### src/design/tec_pkg.sv
/*
  Package for the tap event configuration and status block: register indices, byte addresses, field positions,
  reset values and the per-axis sequencer states.
  Assumes a 32-bit APB bus whose byte address is four times the register index.
*/
package tec_pkg;

  localparam int unsigned TEC_AW = 12;
  localparam int unsigned TEC_DW = 32;
  localparam int unsigned TEC_NAXIS = 3;

  // Register indices; the byte address is the index times four.
  localparam logic [7:0] TEC_IDX_CONFIG = 8'h21;
  localparam logic [7:0] TEC_IDX_SOURCE = 8'h22;
  localparam logic [7:0] TEC_IDX_THR_X = 8'h23;
  localparam logic [7:0] TEC_IDX_THR_Y = 8'h24;
  localparam logic [7:0] TEC_IDX_THR_Z = 8'h25;
  localparam logic [7:0] TEC_IDX_LATENCY = 8'h27;
  localparam logic [7:0] TEC_IDX_IRQ_STATUS = 8'h30;
  localparam logic [7:0] TEC_IDX_IRQ_ENABLE = 8'h31;
  localparam logic [7:0] TEC_IDX_IRQ_CLEAR = 8'h32;

  localparam logic [TEC_AW-1:0] TEC_ADDR_CONFIG = {2'h0, TEC_IDX_CONFIG, 2'h0};
  localparam logic [TEC_AW-1:0] TEC_ADDR_SOURCE = {2'h0, TEC_IDX_SOURCE, 2'h0};
  localparam logic [TEC_AW-1:0] TEC_ADDR_THR_X = {2'h0, TEC_IDX_THR_X, 2'h0};
  localparam logic [TEC_AW-1:0] TEC_ADDR_THR_Y = {2'h0, TEC_IDX_THR_Y, 2'h0};
  localparam logic [TEC_AW-1:0] TEC_ADDR_THR_Z = {2'h0, TEC_IDX_THR_Z, 2'h0};
  localparam logic [TEC_AW-1:0] TEC_ADDR_LATENCY = {2'h0, TEC_IDX_LATENCY, 2'h0};
  localparam logic [TEC_AW-1:0] TEC_ADDR_IRQ_STATUS = {2'h0, TEC_IDX_IRQ_STATUS, 2'h0};
  localparam logic [TEC_AW-1:0] TEC_ADDR_IRQ_ENABLE = {2'h0, TEC_IDX_IRQ_ENABLE, 2'h0};
  localparam logic [TEC_AW-1:0] TEC_ADDR_IRQ_CLEAR = {2'h0, TEC_IDX_IRQ_CLEAR, 2'h0};

  // Configuration fields: single-tap enable of axis a at 2a, double-tap enable at 2a+1.
  localparam int unsigned TEC_CFG_SINGLE_X = 0;
  localparam int unsigned TEC_CFG_DOUBLE_X = 1;
  localparam int unsigned TEC_CFG_SINGLE_Y = 2;
  localparam int unsigned TEC_CFG_DOUBLE_Y = 3;
  localparam int unsigned TEC_CFG_SINGLE_Z = 4;
  localparam int unsigned TEC_CFG_DOUBLE_Z = 5;
  localparam int unsigned TEC_CFG_EVENT_LATCH = 6;
  localparam int unsigned TEC_CFG_DOUBLE_ABORT = 7;

  // Source fields: polarity of axis a at a, double flag at 3, axis flag of axis a at 4+a, active at 7.
  localparam int unsigned TEC_SRC_POL_LSB = 0;
  localparam int unsigned TEC_SRC_DOUBLE = 3;
  localparam int unsigned TEC_SRC_AXIS_LSB = 4;
  localparam int unsigned TEC_SRC_ACTIVE = 7;

  localparam int unsigned TEC_THR_W = 7;
  localparam int unsigned TEC_LAT_W = 8;

  // Interrupt status, enable and clear share this layout.
  localparam int unsigned TEC_IRQ_SINGLE = 0;
  localparam int unsigned TEC_IRQ_DOUBLE = 1;
  localparam int unsigned TEC_IRQ_W = 2;

  localparam logic [7:0] TEC_CONFIG_RST = 8'h00;
  localparam logic [7:0] TEC_SOURCE_RST = 8'h00;
  localparam logic [TEC_THR_W-1:0] TEC_THR_RST = 7'h00;
  localparam logic [TEC_LAT_W-1:0] TEC_LAT_RST = 8'h00;
  localparam logic [TEC_IRQ_W-1:0] TEC_IRQ_RST = 2'h0;

  typedef enum logic [1:0] {
    TEC_AX_IDLE,
    TEC_AX_LATENCY,
    TEC_AX_SECOND
  } tec_axis_state_t;

endpackage : tec_pkg

### src/design/tec_tap_events.sv
/*
  Tap event configuration and status block: APB register file holding tap configuration, latched tap
  source, per-axis thresholds and latency, plus interrupt status, enable and clear registers.
  Assumes the tap detection datapath runs on pclk and supplies one-cycle tap start, end and polarity
  strobes per axis and a one-cycle sample tick at the output data rate.
*/
//
// Notes on behaviour
// - Configuration bits 0, 2, 4 enable single-tap flags on X, Y, Z.
// - Configuration bits 1, 3, 5 enable double-tap flags on X, Y, Z.
// - Each flag enable is 0 after reset, disabling its event; 1 enables it.
// - With abort bit 7 clear, double-tap detection continues through taps in latency.
// - With abort set, a tap starting and ending in latency suspends double detection.
// - With latch enable bit 6 set, flags stay in the source until it is read.
// - A source flag is set only when its axis and event type are enabled.
// - Source bit 7 reads 1 once any enabled tap event was generated, else 0.
// - Source bits 6, 5, 4 report Z, Y, X tap events.
// - Source bit 3 is 0 for single tap and 1 for double tap.
// - Source bits 2, 1, 0 give Z, Y, X polarity, 1 meaning negative.
// - Once active is set under latch enable, all other source bits freeze.
// - Reading the source register clears all its bits.
// - Reading the source register also drops the tap interrupt request.
// - Separate X, Y, Z thresholds are held and start detection per axis.
// - X threshold is seven bits 6..0, reset zero, bit 7 reads 0.
// - A threshold is unsigned seven bits; only 1 to 127 arms detection.
// - With abort bit 7 clear, taps arriving during the latency interval after a first tap are ignored.
`timescale 1ns/10ps
`default_nettype none
module tec_tap_events (
  input wire logic pclk,
  input wire logic presetn,
  input wire logic psel,
  input wire logic penable,
  input wire logic pwrite,
  input wire logic [tec_pkg::TEC_AW-1:0] paddr,
  input wire logic [tec_pkg::TEC_DW-1:0] pwdata,
  output logic [tec_pkg::TEC_DW-1:0] prdata,
  output logic pready,
  output logic pslverr,
  input wire logic sample_tick,
  input wire logic [tec_pkg::TEC_NAXIS-1:0] tap_start,
  input wire logic [tec_pkg::TEC_NAXIS-1:0] tap_end,
  input wire logic [tec_pkg::TEC_NAXIS-1:0] tap_negative,
  output logic [tec_pkg::TEC_THR_W-1:0] x_tap_threshold,
  output logic [tec_pkg::TEC_THR_W-1:0] y_tap_threshold,
  output logic [tec_pkg::TEC_THR_W-1:0] z_tap_threshold,
  output logic [tec_pkg::TEC_NAXIS-1:0] axis_armed,
  output logic tap_irq,
  output logic irq
);

  logic [7:0] cfg_q;
  logic [7:0] src_q;
  logic [7:0] src_d;
  logic [tec_pkg::TEC_THR_W-1:0] thr_x_q;
  logic [tec_pkg::TEC_THR_W-1:0] thr_y_q;
  logic [tec_pkg::TEC_THR_W-1:0] thr_z_q;
  logic [tec_pkg::TEC_LAT_W-1:0] latency_q;
  logic [tec_pkg::TEC_IRQ_W-1:0] ist_q;
  logic [tec_pkg::TEC_IRQ_W-1:0] ist_d;
  logic [tec_pkg::TEC_IRQ_W-1:0] ien_q;
  logic [tec_pkg::TEC_NAXIS-1:0] armed_q;
  logic [tec_pkg::TEC_NAXIS-1:0] single_evt;
  logic [tec_pkg::TEC_NAXIS-1:0] double_evt;
  logic [tec_pkg::TEC_NAXIS-1:0] single_en;
  logic [tec_pkg::TEC_NAXIS-1:0] double_en;
  logic [tec_pkg::TEC_NAXIS-1:0] single_hit;
  logic [tec_pkg::TEC_NAXIS-1:0] double_hit;
  logic [tec_pkg::TEC_NAXIS-1:0] axis_hit;
  logic any_hit;
  logic frozen;
  logic setup;
  logic access_done;
  logic wr_en;
  logic rd_src;
  logic addr_hit;
  logic [tec_pkg::TEC_DW-1:0] rd_mux;
  logic pready_q;
  logic pslverr_q;
  logic [tec_pkg::TEC_DW-1:0] prdata_q;
  logic irq_q;

  // Flag enables, pulled out of the configuration register per axis.
  assign single_en = {cfg_q[tec_pkg::TEC_CFG_SINGLE_Z], cfg_q[tec_pkg::TEC_CFG_SINGLE_Y],
                      cfg_q[tec_pkg::TEC_CFG_SINGLE_X]};
  assign double_en = {cfg_q[tec_pkg::TEC_CFG_DOUBLE_Z], cfg_q[tec_pkg::TEC_CFG_DOUBLE_Y],
                      cfg_q[tec_pkg::TEC_CFG_DOUBLE_X]};

  genvar ax;
  generate
    for (ax = 0; ax < tec_pkg::TEC_NAXIS; ax++) begin : g_axis
      tec_axis_seq u_seq (
        .pclk(pclk),
        .presetn(presetn),
        .sample_tick(sample_tick),
        .armed(armed_q[ax]),
        .tap_start(tap_start[ax]),
        .tap_end(tap_end[ax]),
        .dbl_abort(cfg_q[tec_pkg::TEC_CFG_DOUBLE_ABORT]),
        .latency(latency_q),
        .single_evt_q(single_evt[ax]),
        .double_evt_q(double_evt[ax])
      );
    end
  endgenerate

  // A disabled event type never reaches the source register.
  assign single_hit = single_evt & single_en;
  assign double_hit = double_evt & double_en;
  assign axis_hit = single_hit | double_hit;
  assign any_hit = |axis_hit;
  assign frozen = cfg_q[tec_pkg::TEC_CFG_EVENT_LATCH] && src_q[tec_pkg::TEC_SRC_ACTIVE];

  // APB: setup cycle registers the answer, access phase completes in one cycle.
  assign setup = psel && !penable;
  assign access_done = psel && penable && pready_q;
  assign wr_en = access_done && pwrite && !pslverr_q;
  assign rd_src = access_done && !pwrite && !pslverr_q && (paddr == tec_pkg::TEC_ADDR_SOURCE);

  always_comb begin
    rd_mux = '0;
    addr_hit = 1'b1;
    case (paddr)
      tec_pkg::TEC_ADDR_CONFIG: rd_mux[7:0] = cfg_q;
      tec_pkg::TEC_ADDR_SOURCE: rd_mux[7:0] = src_q;
      tec_pkg::TEC_ADDR_THR_X: rd_mux[tec_pkg::TEC_THR_W-1:0] = thr_x_q;
      tec_pkg::TEC_ADDR_THR_Y: rd_mux[tec_pkg::TEC_THR_W-1:0] = thr_y_q;
      tec_pkg::TEC_ADDR_THR_Z: rd_mux[tec_pkg::TEC_THR_W-1:0] = thr_z_q;
      tec_pkg::TEC_ADDR_LATENCY: rd_mux[tec_pkg::TEC_LAT_W-1:0] = latency_q;
      tec_pkg::TEC_ADDR_IRQ_STATUS: rd_mux[tec_pkg::TEC_IRQ_W-1:0] = ist_q;
      tec_pkg::TEC_ADDR_IRQ_ENABLE: rd_mux[tec_pkg::TEC_IRQ_W-1:0] = ien_q;
      tec_pkg::TEC_ADDR_IRQ_CLEAR: rd_mux = '0;
      default: addr_hit = 1'b0;
    endcase
  end

  always_ff @(posedge pclk or negedge presetn) begin
    if (!presetn) begin
      pready_q <= 1'b0;
      pslverr_q <= 1'b0;
      prdata_q <= '0;
    end else begin
      pready_q <= setup;
      if (setup) begin
        pslverr_q <= !addr_hit;
        prdata_q <= rd_mux;
      end else if (access_done) begin
        pslverr_q <= 1'b0;
      end
    end
  end

  always_ff @(posedge pclk or negedge presetn) begin
    if (!presetn) begin
      cfg_q <= tec_pkg::TEC_CONFIG_RST;
      thr_x_q <= tec_pkg::TEC_THR_RST;
      thr_y_q <= tec_pkg::TEC_THR_RST;
      thr_z_q <= tec_pkg::TEC_THR_RST;
      latency_q <= tec_pkg::TEC_LAT_RST;
      ien_q <= tec_pkg::TEC_IRQ_RST;
    end else if (wr_en) begin
      case (paddr)
        tec_pkg::TEC_ADDR_CONFIG: cfg_q <= pwdata[7:0];
        tec_pkg::TEC_ADDR_THR_X: thr_x_q <= pwdata[tec_pkg::TEC_THR_W-1:0];
        tec_pkg::TEC_ADDR_THR_Y: thr_y_q <= pwdata[tec_pkg::TEC_THR_W-1:0];
        tec_pkg::TEC_ADDR_THR_Z: thr_z_q <= pwdata[tec_pkg::TEC_THR_W-1:0];
        tec_pkg::TEC_ADDR_LATENCY: latency_q <= pwdata[tec_pkg::TEC_LAT_W-1:0];
        tec_pkg::TEC_ADDR_IRQ_ENABLE: ien_q <= pwdata[tec_pkg::TEC_IRQ_W-1:0];
        default: ;
      endcase
    end
  end

  // Zero is outside the usable threshold range, so an axis left at zero never starts a tap.
  always_ff @(posedge pclk or negedge presetn) begin
    if (!presetn) begin
      armed_q <= '0;
    end else begin
      armed_q <= {thr_z_q != '0, thr_y_q != '0, thr_x_q != '0};
    end
  end

  // Unless latch enable has frozen the source, a new event in the cycle of a source read is kept: the event wins over the clear.
  always_comb begin
    src_d = src_q;
    if (any_hit && !frozen) begin
      src_d[tec_pkg::TEC_SRC_ACTIVE] = 1'b1;
      src_d[tec_pkg::TEC_SRC_AXIS_LSB +: tec_pkg::TEC_NAXIS] = axis_hit;
      src_d[tec_pkg::TEC_SRC_DOUBLE] = |double_hit;
      src_d[tec_pkg::TEC_SRC_POL_LSB +: tec_pkg::TEC_NAXIS] = tap_negative & axis_hit;
    end else if (rd_src && (src_q == prdata_q[7:0])) begin
      // A load at the setup edge is newer than the data being returned, so that read must not wipe it.
      src_d = tec_pkg::TEC_SOURCE_RST;
    end
  end

  always_ff @(posedge pclk or negedge presetn) begin
    if (!presetn) begin
      src_q <= tec_pkg::TEC_SOURCE_RST;
    end else begin
      src_q <= src_d;
    end
  end

  always_comb begin
    ist_d = ist_q;
    if (wr_en && (paddr == tec_pkg::TEC_ADDR_IRQ_CLEAR)) begin
      ist_d = ist_q & ~pwdata[tec_pkg::TEC_IRQ_W-1:0];
    end
    if (|single_hit) begin
      ist_d[tec_pkg::TEC_IRQ_SINGLE] = 1'b1;
    end
    if (|double_hit) begin
      ist_d[tec_pkg::TEC_IRQ_DOUBLE] = 1'b1;
    end
  end

  always_ff @(posedge pclk or negedge presetn) begin
    if (!presetn) begin
      ist_q <= tec_pkg::TEC_IRQ_RST;
      irq_q <= 1'b0;
    end else begin
      ist_q <= ist_d;
      irq_q <= |(ist_d & ien_q);
    end
  end

  assign prdata = prdata_q;
  assign pready = pready_q;
  assign pslverr = pslverr_q;
  assign x_tap_threshold = thr_x_q;
  assign y_tap_threshold = thr_y_q;
  assign z_tap_threshold = thr_z_q;
  assign axis_armed = armed_q;
  assign tap_irq = src_q[tec_pkg::TEC_SRC_ACTIVE];
  assign irq = irq_q;
endmodule : tec_tap_events
`default_nettype wire

### src/design/tec_axis_seq.sv
/*
  Per-axis tap sequencer: turns tap start and end strobes into single-tap and double-tap event pulses,
  ignoring taps during the latency window and optionally aborting a double tap.
  Assumes tap strobes and the sample tick are one-cycle pulses from logic on pclk.
*/
`timescale 1ns/10ps
`default_nettype none
module tec_axis_seq (
  input wire logic pclk,
  input wire logic presetn,
  input wire logic sample_tick,
  input wire logic armed,
  input wire logic tap_start,
  input wire logic tap_end,
  input wire logic dbl_abort,
  input wire logic [tec_pkg::TEC_LAT_W-1:0] latency,
  output logic single_evt_q,
  output logic double_evt_q
);

  tec_pkg::tec_axis_state_t state_q;
  logic [tec_pkg::TEC_LAT_W-1:0] cnt_q;
  logic started_q;
  logic abort_now;

  assign abort_now = dbl_abort && started_q && tap_end;

  always_ff @(posedge pclk or negedge presetn) begin
    if (!presetn) begin
      state_q <= tec_pkg::TEC_AX_IDLE;
      cnt_q <= tec_pkg::TEC_LAT_RST;
      started_q <= 1'b0;
      single_evt_q <= 1'b0;
      double_evt_q <= 1'b0;
    end else begin
      single_evt_q <= 1'b0;
      double_evt_q <= 1'b0;
      case (state_q)
        tec_pkg::TEC_AX_IDLE: begin
          if (armed && tap_end) begin
            single_evt_q <= 1'b1;
            state_q <= tec_pkg::TEC_AX_LATENCY;
            cnt_q <= latency;
            started_q <= 1'b0;
          end
        end
        tec_pkg::TEC_AX_LATENCY: begin
          // Taps inside the window are ignored; only a completed tap under abort ends the sequence.
          if (tap_start) begin
            started_q <= 1'b1;
          end
          if (abort_now) begin
            state_q <= tec_pkg::TEC_AX_IDLE;
          end else if (sample_tick) begin
            if (cnt_q == '0) begin
              state_q <= tec_pkg::TEC_AX_SECOND;
              cnt_q <= latency;
            end else begin
              cnt_q <= cnt_q - 1'b1;
            end
          end
        end
        tec_pkg::TEC_AX_SECOND: begin
          if (armed && tap_end) begin
            double_evt_q <= 1'b1;
            state_q <= tec_pkg::TEC_AX_IDLE;
          end else if (sample_tick) begin
            if (cnt_q == '0) begin
              state_q <= tec_pkg::TEC_AX_IDLE;
            end else begin
              cnt_q <= cnt_q - 1'b1;
            end
          end
        end
        default: begin
          state_q <= tec_pkg::TEC_AX_IDLE;
        end
      endcase
    end
  end
endmodule : tec_axis_seq
`default_nettype wire

### config.mk
export PLATFORM = sky130hd
export DESIGN_NAME = tec_tap_events
export DESIGN_NICKNAME = d
export VERILOG_FILES = /design/src/design/tec_pkg.sv /design/src/design/tec_tap_events.sv /design/src/design/tec_axis_seq.sv
export SDC_FILE = /design/constraint.sdc
export NUM_CORES = 1
export LEC_CHECK = 0
export BUFFER_PORTS_ARGS = -buffer_cell sky130_fd_sc_hd__buf_2
export CAP_MARGIN = 20
export CORE_UTILIZATION = 51
export DETAILED_ROUTE_END_ITERATION = 12
export PLACE_DENSITY = 0.87
export SLEW_MARGIN = 25
export SYNTH_ARGS = -nofsm -noshare
export SYNTH_HDL_FRONTEND = slang
export SYNTH_HIERARCHICAL = 1
export SYNTH_SLANG_ARGS = --single-unit
### constraint.sdc
create_clock -name pclk -period 2.21 [get_ports pclk]
set_clock_uncertainty 0.15 [all_clocks]
set_input_delay 0.221 -clock pclk [delete_from_list [all_inputs] [get_ports pclk]]
set_output_delay 0.221 -clock pclk [all_outputs]
set_load 0.1 [all_outputs]
* After elaboration in Yosys (flattened, before gate mapping) *
Index checks and enable logic that the tools add are counted.

storage, ports and cells
  bits in registers = 102
  bits of input ports = 59
  output and inout port bits = 60
  word-level logic and storage cells = 227

cells by class
  add/sub/neg operators = 3
  eq/ne operators = 49
  muxes and demuxes = 77
  bitwise logic cells = 7
  reduce and logical (&&, ||, !) cells = 63

operator list
  kind                                                                 number
  8-bit two-way mux                                                    23
  12-bit by 8-bit == test with 1-bit output (second input constant)    9
  8-bit case mux with 3 select lines                                   3
  2-bit two-way mux                                                    22
  2-bit != test (second input constant)                                18
  5-bit case mux with 6 select lines                                   1
  8-bit zero test                                                      3
  8-bit by 1-bit subtractor with 8-bit output (second input constant)  3
  1-bit logical AND                                                    21
  7-bit AND reduction                                                  3
  7-bit nonzero test                                                   3
  1-bit two-way mux                                                    20
  3-bit by 1-bit != test with 1-bit output (second input constant)     6
  3-bit by 2-bit != test with 1-bit output (second input constant)     6
  2-bit case mux with 3 select lines                                   3
  2-bit case mux with 8 select lines                                   1
  5-bit AND reduction                                                  3
  2-bit AND reduction                                                  6
  2-bit nonzero test                                                   5
  3-bit bitwise AND                                                    3
  3-bit AND reduction                                                  3
  3-bit nonzero test                                                   3
  3-bit OR reduction                                                   3
  9-bit OR reduction                                                   1
  12 further kinds                                                     27

* Logic depth before layout (Yosys ltp) *
  word-level depth = 9
  depth in mapped cells = 8
  gate-level depth less buffers = 6

* Modules after synthesis *
The synthesis kept the hierarchy.

modules (own cells, without submodules)
  module                               instances  cells each  area an instance (µm²)  sequential area each (µm²)
  tec_tap_events                       1          306         3425.8                  1576.5
  tec_axis_seq at g_axis[0].u_seq ...  2          98          919.6                   325.3
  tec_axis_seq at g_axis[2].u_seq      1          106         989.7                   325.3

* Least setup slack after synthesis *
Ideal clock, no wire load.

  path type = register -> register
  start point = reg pready_q (netlist: pready)
  end point = reg cfg_q[0]
  library setup time = 0.125 ns
  arrival = 2.315 ns
  data required time = 1.935 ns
  setup slack = -0.380 ns
  stages on the path, launching flop included = 5
  buffers on the path = 0
  clock period less this slack = 2.590 ns
  cell sequence = dfrtp_1 -> and4b_1 -> nand4_4 -> nor4_4 -> mux2_2

on the way
  cells in the longest elaborated chain, start to end = 4

RTL lines
  what                             line                   RTL
  from (decl)                      tec_tap_events.sv:78   logic pready_q;
  from (signal assigned)           tec_tap_events.sv:143  pready_q <= setup;
  1-bit logical AND                tec_tap_events.sv:116  assign access_done = psel && penable && pready_q;
  1-bit logical AND (2 in series)  tec_tap_events.sv:117  assign wr_en = access_done && pwrite && !pslverr_q;
  2-bit AND reduction (no line)    n/a
  to (signal assigned)             tec_tap_events.sv:155  cfg_q <= tec_pkg::TEC_CONFIG_RST;
  to (signal assigned)             tec_tap_events.sv:163  tec_pkg::TEC_ADDR_CONFIG: cfg_q <= pwdata[7:0];
  to (decl)                        tec_tap_events.sv:52   logic [7:0] cfg_q;

No other way between the ends.
A chain may end at the register's enable or synchronous reset.

* Worst setup path after layout *
  start point = reg g_axis[1].u_seq/cnt_q[1] (netlist name)
  end point = reg g_axis[1].u_seq/cnt_q[5] (netlist name)

on the way
  cells in the longest elaborated chain, start to end = 5

RTL lines
  what                                                                            line                                    RTL
  from (decl)                                                                     tec_axis_seq.sv:22                      logic [tec_pkg::TEC_LAT_W-1:0] cnt_q;
  from (signal assigned)                                                          tec_axis_seq.sv:31                      cnt_q <= tec_pkg::TEC_LAT_RST;
  from (signal assigned)                                                          tec_axis_seq.sv:43                      cnt_q <= latency;
  from (signal assigned)                                                          tec_axis_seq.sv:57                      cnt_q <= latency;
  8-bit by 1-bit subtractor with 8-bit output or 8-bit zero test (tied branches)  n/a
  8-bit two-way mux, on equally long branches                                     tec_axis_seq.sv:68, tec_axis_seq.sv:55
  8-bit two-way mux, on equally long branches                                     tec_axis_seq.sv:67, tec_axis_seq.sv:54
  8-bit two-way mux, on equally long branches                                     tec_axis_seq.sv:64, tec_axis_seq.sv:52
  8-bit case mux with 3 select lines                                              tec_axis_seq.sv:38                      case (state_q)

Several ways; a longest one is shown, not always the timed one. The select of a mux whose other input is x is not followed.

==> impl_metrics.json <==
{
  "status": "completed",
  "dp_hpwl_mm": 13.0,
  "row_count": 40,
  "viasPerCell": 6.33,
  "hold_depth": 3,
  "power.switching_mw": 1.48,
  "synth_ff_type": "dfrtp_1",
  "wl_per_cell_um": 20.3,
  "seqPwrFrac_pct": 45.9,
  "vias": 5531,
  "h-tree-depth": 3,
  "slew_violations": 0,
  "ys_seq_elements": 102,
  "initial_core_util_pct": 52.3,
  "r2r-end": "g_axis[1].u_seq/cnt_q[5]",
  "synth_edf_count": 0,
  "die_area_um2": 12700,
  "met1_usage_pct": 35.6,
  "p_leak_nw": 3.49,
  "drt_iter0_markers": 402,
  "synth_area_per_cell_um2": 10.3,
  "finalWirelength_mm": 17.8,
  "r2r_start": "g_axis[1].u_seq/cnt_q[1]",
  "die_y_um": 113,
  "top_usage_layer": "met2",
  "p_int_mw": 3.02,
  "post-route-util_pct": 62.3,
  "netlist_area_um2": 6250,
  "antenna_left": 0,
  "area_growth_syn_to_layout_pct": 19.2,
  "netlist_instances": 608,
  "fin_crit_ns": 2.18,
  "cp-start-kind": "register",
  "netlist_top_cells_area": "dfrtp_1 (41%), mux2_2 (8.5%), ha_1 (3.4%)",
  "path_class": "reg -> reg",
  "gr-usage-met2_pct": 47.2,
  "hold_class": "in -> reg",
  "grt_first_pass_wirelength_mm": 28.5,
  "whs_endpoint": "src_q[1]",
  "ys_warn_count": 6,
  "clkPwrFrac_pct": 35.7,
  "dr.pass1.iters": 5,
  "place.gp.congestion": 0.935,
  "gr-total-overflow": 0,
  "num_io_pins": 119,
  "num-nets-final": 798,
  "antenna_found_initial": 0,
  "slew_headroom_pct": 51.2,
  "synth_top_area_share_pct": 40.8,
  "timing.final.ws_setup_ns": 0.0313,
  "peakVddDrop_v": 0.000435,
  "instances_no_fill": 874,
  "worstPathArrival_ns": 2.29,
  "async_flop_share_pct": 100,
  "drv_cap": 0,
  "numPortBuffers": 70,
  "hold_viol": 0,
  "core_area_um2": 12000,
  "p_comb_share_pct": 18.4,
  "post_synth_num_cell_types": 76,
  "critPathRequiredTime_ns": 2.32,
  "path_max_fanout": 7,
  "gr-usage-all-layers_pct": 28.6,
  "setup_viol": 0,
  "dp.cells": 848,
  "diodes": 0,
  "detailedPlace.worstSlack_ns": -0.131,
  "cts_tree": "done",
  "power.total_mw": 4.50,
  "grt_pass1_vias": 5579,
  "period_share_pct": 98.6,
  "cts.clk_slew.worst_paths_ns": 0.08,
  "cts-root-buf": "clkbuf_16",
  "cts_sinks": 102,
  "endpoint_kind": "register",
  "clock_latency_ns": 0.36,
  "worst_pin_slew_ns": 0.726,
  "reg2reg_slack_ns": 0.03,
  "p_sw_share_pct": 32.8,
  "powerDensity_nw_per_um2": 604,
  "yosysTopAreaCell": "dfrtp_1",
  "rr_worst_depth": 7,
  "grt_max_degree": 45,
  "ys_seq_area_share_pct": 40.8,
  "drive_above_1_share_pct": 31.4,
  "cts_buffers": 9,
  "die_x_um": 113,
  "max_freq_mhz": 459,
  "drc": 0,
  "clk_path_buf_depth": 2,
  "use_met3_pct": 6.16,
  "hp-start": "tap_negative[1]"
}
how the worst max path moves through the flow:
| stage | cells past startpoint | endpoint | start | slack [ns] |
|---|---|---|---|---|
| final | 7 | g_axis[1].u_seq/cnt_q[5] | g_axis[1].u_seq/cnt_q[1] | 0.03 |
| after global routing | 7 | g_axis[1].u_seq/cnt_q[5] | g_axis[1].u_seq/cnt_q[1] | -0.03 |
| after CTS | 6 | g_axis[1].u_seq/cnt_q[0] | g_axis[1].u_seq/cnt_q[1] | 0.003 |
| after detailed placement | 6 | g_axis[1].u_seq/cnt_q[5] | g_axis[1].u_seq/state_q[0] | -0.13 |
| after global placement | 6 | g_axis[0].u_seq/cnt_q[5] | g_axis[0].u_seq/state_q[0] | 0.02 |
| after floorplan | 4 | cfg_q[0] | pslverr | -0.005 |
sequential cells by signal (all words and copies together) (netlist names):
register,flops
g_axis.u_seq/cnt_q,24
cfg_q,8
latency_q,8
prdata,8
src_q,8
x_tap_threshold,7
y_tap_threshold,7
z_tap_threshold,7
g_axis.u_seq/state_q,6
axis_armed,3
g_axis.u_seq/double_evt_q,3
g_axis.u_seq/single_evt_q,3
g_axis.u_seq/started_q,3
ien_q,2
ist_q,2
irq,1
pready,1
pslverr,1
power groups by stage:
stage	combinational (mW)	sequential [mW]	clock, mW
after floorplan	0.516	2.12	0
final	0.830	2.06	1.61
after CTS	0.810	2.05	1.63
after detailed placement	0.796	2.08	0
after global routing	0.893	2.08	1.70
after global placement	0.771	2.08	0
logic make-up after synthesis:
| logic type | synth area share [%] |
|---|---|
| flops | 40.8 |
| compound gates | 19.8 |
| other cells | 0.0600 |
| simple gates | 16.8 |
| fa+ha+maj | 3.40 |
| xor+xnor | 1.12 |
| buf+inv | 7.46 |
| mux | 10.5 |
cell usage in the layout, fill, tap and decap left out, drive strengths merged, types with 4 or more instances in the layout:
cell type,Yosys,routed
buf,40,122
dfrtp,102,102
inv,43,48
mux2,47,47
nand2,37,37
conb,1,24
nor2,23,23
a21oi,23,23
a22oi,19,19
o21ai,19,19
o22ai,17,17
ha,17,17
nand3,16,16
nor3,15,15
mux2i,13,13
a211oi,13,13
nor4,13,13
and3,11,11
clkbuf,9,9
a32oi,9,9
o211ai,8,8
dlygate4sd3,0,7
nor4b,7,7
nand3b,6,6
nand4,6,6
a2bb2oi,5,5
xor2,5,5
a21bo,5,5
or4b,5,5
o31ai,5,5
nand2b,4,4
a22o,4,4
o2bb2ai,4,4
or4,4,4
o32ai,4,4
area by class of cell:
| cell class | count | area, um^2 |
|---|---|---|
| Tap cell | 147 | 184 |
| Clock buffer | 9 | 225 |
| Multi-Input combinational cell | 437 | 3400 |
| Inverter | 43 | 161 |
| Fill cell | 929 | 4500 |
| Timing Repair Buffer | 129 | 853 |
| Sequential cell | 102 | 2560 |
| Clock inverter | 7 | 75.1 |
per-stage QoR:
stage	hold WS (ns)	TNS, ns	cell area, um^2
6_report	0.0118	0	7460
3_3_place_gp	0.104	0	6980
2_1_floorplan	-0.225	-0.0415	6360
5_1_grt	0.00833	-0.0494	7460
4_1_cts	0.00494	0	7360
3_5_place_dp	0.113	-1.07	6980
metal layers:
layer | up-vias | wire length (um)
met5 | - | 0
met4 | 0 | 639
met3 | 51 | 1410
met2 | 295 | 8720
met1 | 2702 | 7010
li1 | 2483 | -
worst max-delay path, stage by stage (launching register included):
cell      delay (ns)
dfrtp_1         0.40
inv_1           0.09
ha_1            0.18
or4b_4          0.52
o32ai_4         0.31
buf_6           0.17
a211oi_1        0.06
o22ai_1         0.21
cells in the mapped netlist (all sizes together) (4+ instances only):
master   count
nor2        23
a2bb2oi      5
nand3       16
clkbuf       9
nor4        13
o22ai       17
o21ai       19
nand3b       6
a32oi        9
nand4        6
dfrtp      102
and3        11
buf         40
o211ai       8
o2bb2ai      4
a22oi       19
a211oi      13
nor4b        7
or4b         5
ha          17
a22o         4
inv         43
mux2        47
a21oi       23
nor3        15
nand2       37
o31ai        5
mux2i       13
nand2b       4
o32ai        4
or4          4
xor2         5
a21bo        5
timing repair:
action                                  4_1_cts  5_1_grt
resized for setup                             2       17
pin swaps                                     1        6
hold buffers                                  7        0
endpoints found under the hold margin        48        0
endpoints found under the setup margin       17       22
setup buffers                                 0        3
Note: power is estimated with default switching activity, not from simulation.
